--- src/design/txcfg_pkg.sv ---
package txcfg_pkg;

    // ------------------------------------------------------------------
    // register addresses
    // ------------------------------------------------------------------
    localparam logic [7:0] TXCFG_ADDR_DRIVER_MODE  = 8'h28;
    localparam logic [7:0] TXCFG_ADDR_CARRIER_AMP  = 8'h29;
    localparam logic [7:0] TXCFG_ADDR_MOD_CONTROL  = 8'h2a;
    localparam logic [7:0] TXCFG_ADDR_OVERSHOOT    = 8'h2b;
    localparam logic [7:0] TXCFG_ADDR_TX_CRC_SETUP = 8'h2c;

    // ------------------------------------------------------------------
    // writable bit masks and reset values
    // ------------------------------------------------------------------
    localparam logic [7:0] TXCFG_MASK_DRIVER_MODE  = 8'hcf;
    localparam logic [7:0] TXCFG_MASK_CARRIER_AMP  = 8'hdf;
    localparam logic [7:0] TXCFG_MASK_MOD_CONTROL  = 8'hff;
    localparam logic [7:0] TXCFG_MASK_OVERSHOOT    = 8'hff;
    localparam logic [7:0] TXCFG_MASK_TX_CRC_SETUP = 8'h7f;
    localparam logic [7:0] TXCFG_RST_VALUE         = 8'h00;

    // ------------------------------------------------------------------
    // field positions
    // ------------------------------------------------------------------
    localparam int TXCFG_BIT_INV_TWO    = 7;
    localparam int TXCFG_BIT_INV_ONE    = 6;
    localparam int TXCFG_BIT_DRV_ON     = 3;
    localparam int TXCFG_BIT_FULL_LEVEL = 3;
    localparam int TXCFG_BIT_MOD_INV    = 2;
    localparam int TXCFG_BIT_CRC_COMPL  = 1;
    localparam int TXCFG_BIT_CRC_APPEND = 0;

    // ------------------------------------------------------------------
    // encodings
    // ------------------------------------------------------------------
    typedef enum logic [1:0] {
        TXCFG_SRC_NONE     = 2'b00,
        TXCFG_SRC_ENVELOPE = 2'b01,
        TXCFG_SRC_EXTERNAL = 2'b10,
        TXCFG_SRC_RESERVED = 2'b11
    } txcfg_mod_src_t;

    typedef enum logic [1:0] {
        TXCFG_CRC5     = 2'b00,
        TXCFG_CRC8     = 2'b01,
        TXCFG_CRC16    = 2'b10,
        TXCFG_CRC_RSVD = 2'b11
    } txcfg_crc_kind_t;

    localparam logic [2:0] TXCFG_CLK_UNSUP_A = 3'h3;
    localparam logic [2:0] TXCFG_CLK_UNSUP_B = 3'h6;

    // carrier reduction below driver supply, millivolts
    localparam logic [9:0] TXCFG_RED_MV_0 = 10'h064;
    localparam logic [9:0] TXCFG_RED_MV_1 = 10'h0fa;
    localparam logic [9:0] TXCFG_RED_MV_2 = 10'h1f4;
    localparam logic [9:0] TXCFG_RED_MV_3 = 10'h3e8;

    // crc presets by selector, 16/8/5 bit generators
    localparam logic [15:0] TXCFG_P16_1 = 16'h6363;
    localparam logic [15:0] TXCFG_P16_2 = 16'ha671;
    localparam logic [15:0] TXCFG_P16_3 = 16'hfffe;
    localparam logic [15:0] TXCFG_P16_7 = 16'hffff;
    localparam logic [7:0]  TXCFG_P8_1  = 8'h12;
    localparam logic [7:0]  TXCFG_P8_2  = 8'hbf;
    localparam logic [7:0]  TXCFG_P8_3  = 8'hfd;
    localparam logic [7:0]  TXCFG_P8_7  = 8'hff;
    localparam logic [4:0]  TXCFG_P5_1  = 5'h12;
    localparam logic [4:0]  TXCFG_P5_7  = 5'h1f;

    // ------------------------------------------------------------------
    // carriers
    // ------------------------------------------------------------------
    typedef struct packed {
        logic [2:0] driver_clock_mode_sel;
        logic       clock_mode_unsupported;
        logic [9:0] carrier_reduction_mv;
        logic       carrier_full_level;
        logic [4:0] residual_carrier;
        logic [3:0] overshoot_extra_length;
        logic [3:0] overshoot_first_value;
        logic [3:0] load_current_trim;
    } txcfg_drv_cfg_t;

    typedef struct packed {
        logic [1:0]  tx_crc_kind;
        logic [15:0] tx_crc_preset;
        logic        tx_crc_preset_user;
        logic        tx_crc_preset_undef;
        logic        tx_crc_complement;
        logic        tx_crc_append;
    } txcfg_crc_cfg_t;

endpackage : txcfg_pkg

--- src/design/txcfg_top.sv ---
// Summary of operation
// - bit 7 inverts antenna driver two
// - bit 6 inverts antenna driver one
// - bit 3 enables both drivers together
// - reduction field picks 100/250/500/1000 mV
// - full level bit overrides reduction field
// - five-bit residual carrier level held
// - bits 7-4 set overshoot extra length
// - invert bit inverts selected modulation
// - source: none, envelope, external, reserved
// - bits 7-4 hold first overshoot value
// - bits 3-0 hold load current trim
// - preset selector picks initial crc value
// - crc kind selects 5, 8, 16
// - complement bit inverts crc before append
// - append bit adds crc to stream
// - preset table values, user, undefined codes
`timescale 1ns/1ns
`default_nettype none
module txcfg_top
    import txcfg_pkg::*;
(
    input  wire logic        clock,           // system clock, 10 MHz
    input  wire logic        rst,             // synchronous reset, high
    input  wire logic [7:0]  reg_addr,        // register address
    input  wire logic        reg_wr,          // write strobe
    input  wire logic [7:0]  reg_wdata,       // write data
    input  wire logic        reg_rd,          // read strobe
    output logic      [7:0]  reg_rdata,       // read data
    output logic             reg_rvalid,      // read data valid
    input  wire logic        coded_envelope,  // internal tx envelope
    input  wire logic        external_mod_input, // external modulation
    input  wire logic        carrier_in,      // carrier to drivers
    input  wire logic [15:0] user_preset,     // preset from nvm
    output logic             antenna_driver_one, // driver one level
    output logic             antenna_driver_two, // driver two level
    output logic             driver_one_oe_n, // driver one enable
    output logic             driver_two_oe_n, // driver two enable
    output logic             modulation,      // modulation to drivers
    output txcfg_drv_cfg_t   drv_cfg,         // analog driver setup
    output txcfg_crc_cfg_t   crc_cfg          // crc generator setup
);

    // ------------------------------------------------------------------
    // register storage
    // ------------------------------------------------------------------
    logic [7:0] driver_mode_reg;
    logic [7:0] carrier_amplitude_reg;
    logic [7:0] modulation_control_reg;
    logic [7:0] overshoot_load_trim_reg;
    logic [7:0] tx_crc_setup_reg;
    logic [7:0] rdata_next;

    always_ff @(posedge clock) begin
        if (rst) begin
            driver_mode_reg         <= TXCFG_RST_VALUE;
            carrier_amplitude_reg   <= TXCFG_RST_VALUE;
            modulation_control_reg  <= TXCFG_RST_VALUE;
            overshoot_load_trim_reg <= TXCFG_RST_VALUE;
            tx_crc_setup_reg        <= TXCFG_RST_VALUE;
        end else if (reg_wr) begin
            case (reg_addr)
                TXCFG_ADDR_DRIVER_MODE: begin
                    driver_mode_reg <= reg_wdata & TXCFG_MASK_DRIVER_MODE;
                end
                TXCFG_ADDR_CARRIER_AMP: begin
                    carrier_amplitude_reg <= reg_wdata & TXCFG_MASK_CARRIER_AMP;
                end
                TXCFG_ADDR_MOD_CONTROL: begin
                    modulation_control_reg <= reg_wdata & TXCFG_MASK_MOD_CONTROL;
                end
                TXCFG_ADDR_OVERSHOOT: begin
                    overshoot_load_trim_reg <= reg_wdata & TXCFG_MASK_OVERSHOOT;
                end
                TXCFG_ADDR_TX_CRC_SETUP: begin
                    tx_crc_setup_reg <= reg_wdata & TXCFG_MASK_TX_CRC_SETUP;
                end
                default: begin
                end
            endcase
        end
    end

    // ------------------------------------------------------------------
    // read back
    // ------------------------------------------------------------------
    always_comb begin
        case (reg_addr)
            TXCFG_ADDR_DRIVER_MODE:  rdata_next = driver_mode_reg;
            TXCFG_ADDR_CARRIER_AMP:  rdata_next = carrier_amplitude_reg;
            TXCFG_ADDR_MOD_CONTROL:  rdata_next = modulation_control_reg;
            TXCFG_ADDR_OVERSHOOT:    rdata_next = overshoot_load_trim_reg;
            TXCFG_ADDR_TX_CRC_SETUP: rdata_next = tx_crc_setup_reg;
            default:                 rdata_next = 8'h00;
        endcase
    end

    always_ff @(posedge clock) begin
        if (rst) begin
            reg_rdata  <= 8'h00;
            reg_rvalid <= 1'b0;
        end else begin
            reg_rvalid <= reg_rd;
            if (reg_rd) begin
                reg_rdata <= rdata_next;
            end
        end
    end

    // ------------------------------------------------------------------
    // field decode
    // ------------------------------------------------------------------
    logic                  invert_driver_two;
    logic                  invert_driver_one;
    logic                  drivers_on;
    logic [2:0]            driver_clock_mode_sel;
    logic [1:0]            carrier_level_reduction;
    logic                  carrier_full_level;
    logic                  modulation_invert;
    txcfg_mod_src_t        modulation_source;
    logic [2:0]            tx_crc_preset_sel;
    txcfg_crc_kind_t       tx_crc_kind;
    logic                  mod_raw;
    logic [9:0]            reduction_mv;
    logic [15:0]           preset_value;
    logic                  preset_undef;

    assign invert_driver_two       = driver_mode_reg[TXCFG_BIT_INV_TWO];
    assign invert_driver_one       = driver_mode_reg[TXCFG_BIT_INV_ONE];
    assign drivers_on              = driver_mode_reg[TXCFG_BIT_DRV_ON];
    assign driver_clock_mode_sel   = driver_mode_reg[2:0];
    assign carrier_level_reduction = carrier_amplitude_reg[7:6];
    assign carrier_full_level  = modulation_control_reg[TXCFG_BIT_FULL_LEVEL];
    assign modulation_invert   = modulation_control_reg[TXCFG_BIT_MOD_INV];
    assign modulation_source   = txcfg_mod_src_t'(modulation_control_reg[1:0]);
    assign tx_crc_preset_sel   = tx_crc_setup_reg[6:4];
    assign tx_crc_kind         = txcfg_crc_kind_t'(tx_crc_setup_reg[3:2]);

    always_comb begin
        case (modulation_source)
            TXCFG_SRC_ENVELOPE: mod_raw = coded_envelope;
            TXCFG_SRC_EXTERNAL: mod_raw = external_mod_input;
            default:            mod_raw = 1'b0;
        endcase
    end

    always_comb begin
        case (carrier_level_reduction)
            2'b00:   reduction_mv = TXCFG_RED_MV_0;
            2'b01:   reduction_mv = TXCFG_RED_MV_1;
            2'b10:   reduction_mv = TXCFG_RED_MV_2;
            default: reduction_mv = TXCFG_RED_MV_3;
        endcase
    end

    // preset by generator width; undefined codes give zero and a flag
    always_comb begin
        preset_value = 16'h0000;
        preset_undef = 1'b0;
        case (tx_crc_preset_sel)
            3'h0: preset_value = 16'h0000;
            3'h1: begin
                case (tx_crc_kind)
                    TXCFG_CRC16: preset_value = TXCFG_P16_1;
                    TXCFG_CRC8:  preset_value = {8'h00, TXCFG_P8_1};
                    default:     preset_value = {11'h000, TXCFG_P5_1};
                endcase
            end
            3'h2, 3'h3: begin
                case (tx_crc_kind)
                    TXCFG_CRC16: preset_value = tx_crc_preset_sel[0] ?
                                                TXCFG_P16_3 : TXCFG_P16_2;
                    TXCFG_CRC8:  preset_value = {8'h00, tx_crc_preset_sel[0] ?
                                                TXCFG_P8_3 : TXCFG_P8_2};
                    default:     preset_undef = 1'b1;
                endcase
            end
            3'h6: preset_value = user_preset;
            3'h7: begin
                case (tx_crc_kind)
                    TXCFG_CRC16: preset_value = TXCFG_P16_7;
                    TXCFG_CRC8:  preset_value = {8'h00, TXCFG_P8_7};
                    default:     preset_value = {11'h000, TXCFG_P5_7};
                endcase
            end
            default: preset_undef = 1'b1;
        endcase
    end

    // ------------------------------------------------------------------
    // driver pins
    // ------------------------------------------------------------------
    always_ff @(posedge clock) begin
        if (rst) begin
            antenna_driver_one <= 1'b0;
            antenna_driver_two <= 1'b0;
            driver_one_oe_n    <= 1'b1;
            driver_two_oe_n    <= 1'b1;
            modulation         <= 1'b0;
        end else begin
            antenna_driver_one <= carrier_in ^ invert_driver_one;
            antenna_driver_two <= carrier_in ^ invert_driver_two;
            driver_one_oe_n    <= ~drivers_on;
            driver_two_oe_n    <= ~drivers_on;
            modulation         <= mod_raw ^ modulation_invert;
        end
    end

    // ------------------------------------------------------------------
    // configuration outputs
    // ------------------------------------------------------------------
    always_ff @(posedge clock) begin
        if (rst) begin
            drv_cfg <= '0;
        end else begin
            drv_cfg.driver_clock_mode_sel <= driver_clock_mode_sel;
            // flags codes software must not use
            drv_cfg.clock_mode_unsupported <=
                (driver_clock_mode_sel == TXCFG_CLK_UNSUP_A) ||
                (driver_clock_mode_sel == TXCFG_CLK_UNSUP_B);
            drv_cfg.carrier_reduction_mv <=
                carrier_full_level ? 10'h000 : reduction_mv;
            drv_cfg.carrier_full_level <= carrier_full_level;
            drv_cfg.residual_carrier <= carrier_amplitude_reg[4:0];
            drv_cfg.overshoot_extra_length <=
                modulation_control_reg[7:4];
            drv_cfg.overshoot_first_value <=
                overshoot_load_trim_reg[7:4];
            drv_cfg.load_current_trim <=
                overshoot_load_trim_reg[3:0];
        end
    end

    always_ff @(posedge clock) begin
        if (rst) begin
            crc_cfg <= '0;
        end else begin
            crc_cfg.tx_crc_kind         <= tx_crc_kind;
            crc_cfg.tx_crc_preset       <= preset_value;
            crc_cfg.tx_crc_preset_user  <= (tx_crc_preset_sel == 3'h6);
            crc_cfg.tx_crc_preset_undef <= preset_undef;
            crc_cfg.tx_crc_complement   <=
                tx_crc_setup_reg[TXCFG_BIT_CRC_COMPL];
            crc_cfg.tx_crc_append       <=
                tx_crc_setup_reg[TXCFG_BIT_CRC_APPEND];
        end
    end

endmodule : txcfg_top
`default_nettype wire

--- config.mk ---
export PLATFORM = sky130hd
export DESIGN_NAME = txcfg_top
export DESIGN_NICKNAME = d
export VERILOG_FILES = /design/src/design/txcfg_pkg.sv /design/src/design/txcfg_top.sv
export SDC_FILE = /design/constraint.sdc
export NUM_CORES = 1
export LEC_CHECK = 0
export BUFFER_PORTS_ARGS = -buffer_cell sky130_fd_sc_hd__buf_2
export CAP_MARGIN = 25
export CELL_PAD_IN_SITES_DETAIL_PLACEMENT = 0
export CELL_PAD_IN_SITES_GLOBAL_PLACEMENT = 1
export CORE_MARGIN = 2
export CORE_UTILIZATION = 36
export DETAILED_ROUTE_END_ITERATION = 7
export GPL_TIMING_DRIVEN = 1
export HOLD_SLACK_MARGIN = 0.15
export PLACE_DENSITY_LB_ADDON = 0.1
export SYNTH_ARGS = -nofsm -noshare
export SYNTH_HDL_FRONTEND = slang
export SYNTH_SLANG_ARGS = --single-unit
--- constraint.sdc ---
create_clock -name clock -period 1.3 [get_ports clock]
set_input_delay 0.065 -clock clock [delete_from_list [all_inputs] [get_ports clock]]
set_output_delay 0.065 -clock clock [all_outputs]
set_load 0.02 [all_outputs]
==> flow_summary.toml <==
[global_route]
grt_start_max_net_pins = 28
grt_pass1_vias = 3235
gr-total-overflow = 0
antenna_found_initial = 0
grt_first_pass_wirelength_mm = 16.45
grtUsageTotal_pct = 18.14

[worst_setup_path]
cp_data_arrival_time_ns = 1.52
critPathCaptureType = "register"
cp-start-kind = "register"
required_ns = 1.53
worstSetupPathType = "register to register"
path_max_fanout = 5
worst-r2r-setup-slack_ns = 0.01

[sta]
tightest_slew_ns = 0.5052
timing.fmax_ghz = 0.7777
grt_setup_unrepaired = "true"
hold-worst-slack_ns = 0.1496
min_period_ns = 1.286
setup_viol = 0
finalCritPeriodShare_pct = 98.91
slew_violations = 0
clock_skew_ns = 0.01024
hold_viol_final = 0
final.setup.tns_ns = 0
slew_headroom_pct = 66.30

[logic_synthesis]
synthDistinctLibCells = 44
ys_seq_area_share_pct = 49.75
yosys_register_bits = 101
synth_edf_count = 0
synth_nets = 464
syn_inst = 415
yosysWarnings = 0
syn_area_um2 = 4064
synthArstFlopShare_pct = 0
synth_ff_type = "dfxtp_1"
synth.avg_cell_area_um2 = 9.793

[floorplanning]
dieArea_um2 = 12150
ios = 107
die_height_um = 110.2
rows = 38
die_w_um = 110.2
start_util_pct = 37.16
core_um2 = 10940

[final_layout]
final-instance-count-excl-fill = 719
layout-drive-gt1-share_pct = 35.06
syn_to_final_growth_pct = 39.69
reg_top3 = "drv_cfg: 30 flops, crc_cfg: 22 flops"
largest_register_ffs = 30
num-nets-final = 623
top_register = "drv_cfg"
final_cell_area_um2 = 5677
antenna_cells = 0

[clocking]
htreeDepth = 3
root_buffer = "clkbuf_16"
numClockSinks = 101
clk-insertion-delay-late_ns = 0.35
cts_made_buffers = 9
clk_pin_slew_ns = 0.06
cts_max_path_buffers = 2
cts_tree = "built"

[placement]
dp.cells = 678
place_congestion = 0.8111
port_buffers = 105
place_area_um2 = 5062
dp_hpwl_mm = 7.957

[power_and_ir_drop]
power_density_nw_per_um2 = 1079
vdd_drop_max_mv = 0.8738
total_power_mw = 6.128
power.leakage_nw = 2.464

[route]
dr.pass1.iters = 4
avgRoutedWirePerCell_um = 14.81
vias_per_cell = 4.750
drcViolationCount = 0
drt_wl_total_mm = 10.65
ant_nets = 0
drt_iter0_markers = 148
num_vias = 3415

[hold_path]
hold_class = "input pin to register"

[job]
drv_cap = 0

[outcome]
outcome = "complete, no violations"
==> cells in the mapped netlist, drive strengths merged, types with 6 or more instances <==
master,instances,share of area (%)
a21oi,22,2.7
a22oi,11,2.0
buf,9,1.6
clkbuf,19,1.8
dfxtp,101,50
ha,10,3.1
inv,26,2.4
mux2,11,3.0
mux2i,24,5.9
nand2,29,2.7
nand2b,35,5.4
nor2,22,2.0
nor2b,20,3.1
o21ai,14,1.7
o22a,6,1.3
==> cells by family after synthesis <==
| kind of cell | Yosys count | share of synthesized area (%) |
|---|---|---|
| adder cells (fa/ha/maj) | 10 | 3.079 |
| XOR/XNOR | 3 | 0.6467 |
| other | 1 | 0.09228 |
| flip-flops | 101 | 49.75 |
| AO/OA/AOI/OAI | 77 | 12.53 |
| AND/OR/NAND/NOR | 133 | 18.63 |
| multiplexers | 36 | 9.514 |
| buffers and inverters | 54 | 5.757 |
==> area by class of cell <==
class / count / area [um^2]
flip-flops and latches: 101 / 2027
repair buffers: 176 / 1185
fillers: 1045 / 5259
clock buffers: 10 / 229.0
clock inverters: 6 / 61.31
multi-input cells: 260 / 1897
inverters: 26 / 102.6
well taps: 140 / 175.2
==> cell usage in the layout, fill, tap and decap left out, types with 3 or more instances in the layout <==
cell type,instances
mux2i_1,24
a21oi_2,5
a21oi_1,17
clkbuf_16,9
a22o_1,3
inv_1,24
o31ai_1,4
mux2_4,3
nor2b_1,19
buf_12,5
o32ai_1,5
dfxtp_1,97
o22a_1,6
nand3b_1,4
nand2_1,28
ha_1,8
mux2_2,8
nand2b_1,35
a22oi_1,11
o21ai_0,13
and2_1,3
xnor2_1,3
buf_2,105
o21a_1,5
nor3_1,4
dlygate4sd3_1,24
dfxtp_2,4
buf_4,41
clkinv_2,3
nor2_1,22
==> critical path: stages, from the launching register on <==
cell and delay (ns):
dfxtp_2 0.35, inv_4 0.04, ha_4 0.31, inv_4 0.06, mux2_4 0.26, a21oi_2 0.11
nor3_1 0.05
==> layer usage <==
metal | vias up | part of all wire, % | global-route usage (%)
met4 | 0 | 1.2 | 4.911
li1 | 1726 | - | -
met3 | 10 | 5.0 | 5.056
met2 | 78 | 46 | 28.83
met5 | - | 0 | 0
met1 | 1601 | 47 | 24.23
==> where the power goes <==
part / internal, mW / switching [mW] / total [mW] / leakage [nW]
Clock: 1.49 / 1.17 / 2.66 / 0.143
Combinational: 0.188 / 0.177 / 0.366 / 1.51
Sequential: 3.10 / 0.00323 / 3.11 / 0.817
==> worst paths after layout <==
check                                         start  cells past startpoint              end
worst max-delay path            tx_crc_setup_reg[2]                      6      crc_cfg[10]
worst min register to register   driver_mode_reg[3]                      1  driver_two_oe_n
worst min-delay path                 user_preset[6]                      4      crc_cfg[10]
worst max register to register  tx_crc_setup_reg[2]                      6      crc_cfg[10]
==> stage by stage <==
| step | utilization [%] | setup WS, ns |
|---|---|---|
| after floorplan | - | -0.1284 |
| after global placement | 46.29 | -0.1678 |
| after detailed placement | 46.29 | -0.1973 |
| after CTS | 51.33 | 0.005017 |
| after global routing | 51.91 | -0.06441 |
| final | 51.91 | 0.01420 |
==> repair_timing <==
item / in CTS / in global routing
endpoints found under the hold margin: 45 / 0
hold buffers: 24 / 0
cloned: 0 / 0
setup buffers: 0 / 1
gates resized for setup: 7 / 16
endpoints found under the setup margin: 13 / 14
pin swaps: 3 / 6
Power figures use the tool's default switching activity.
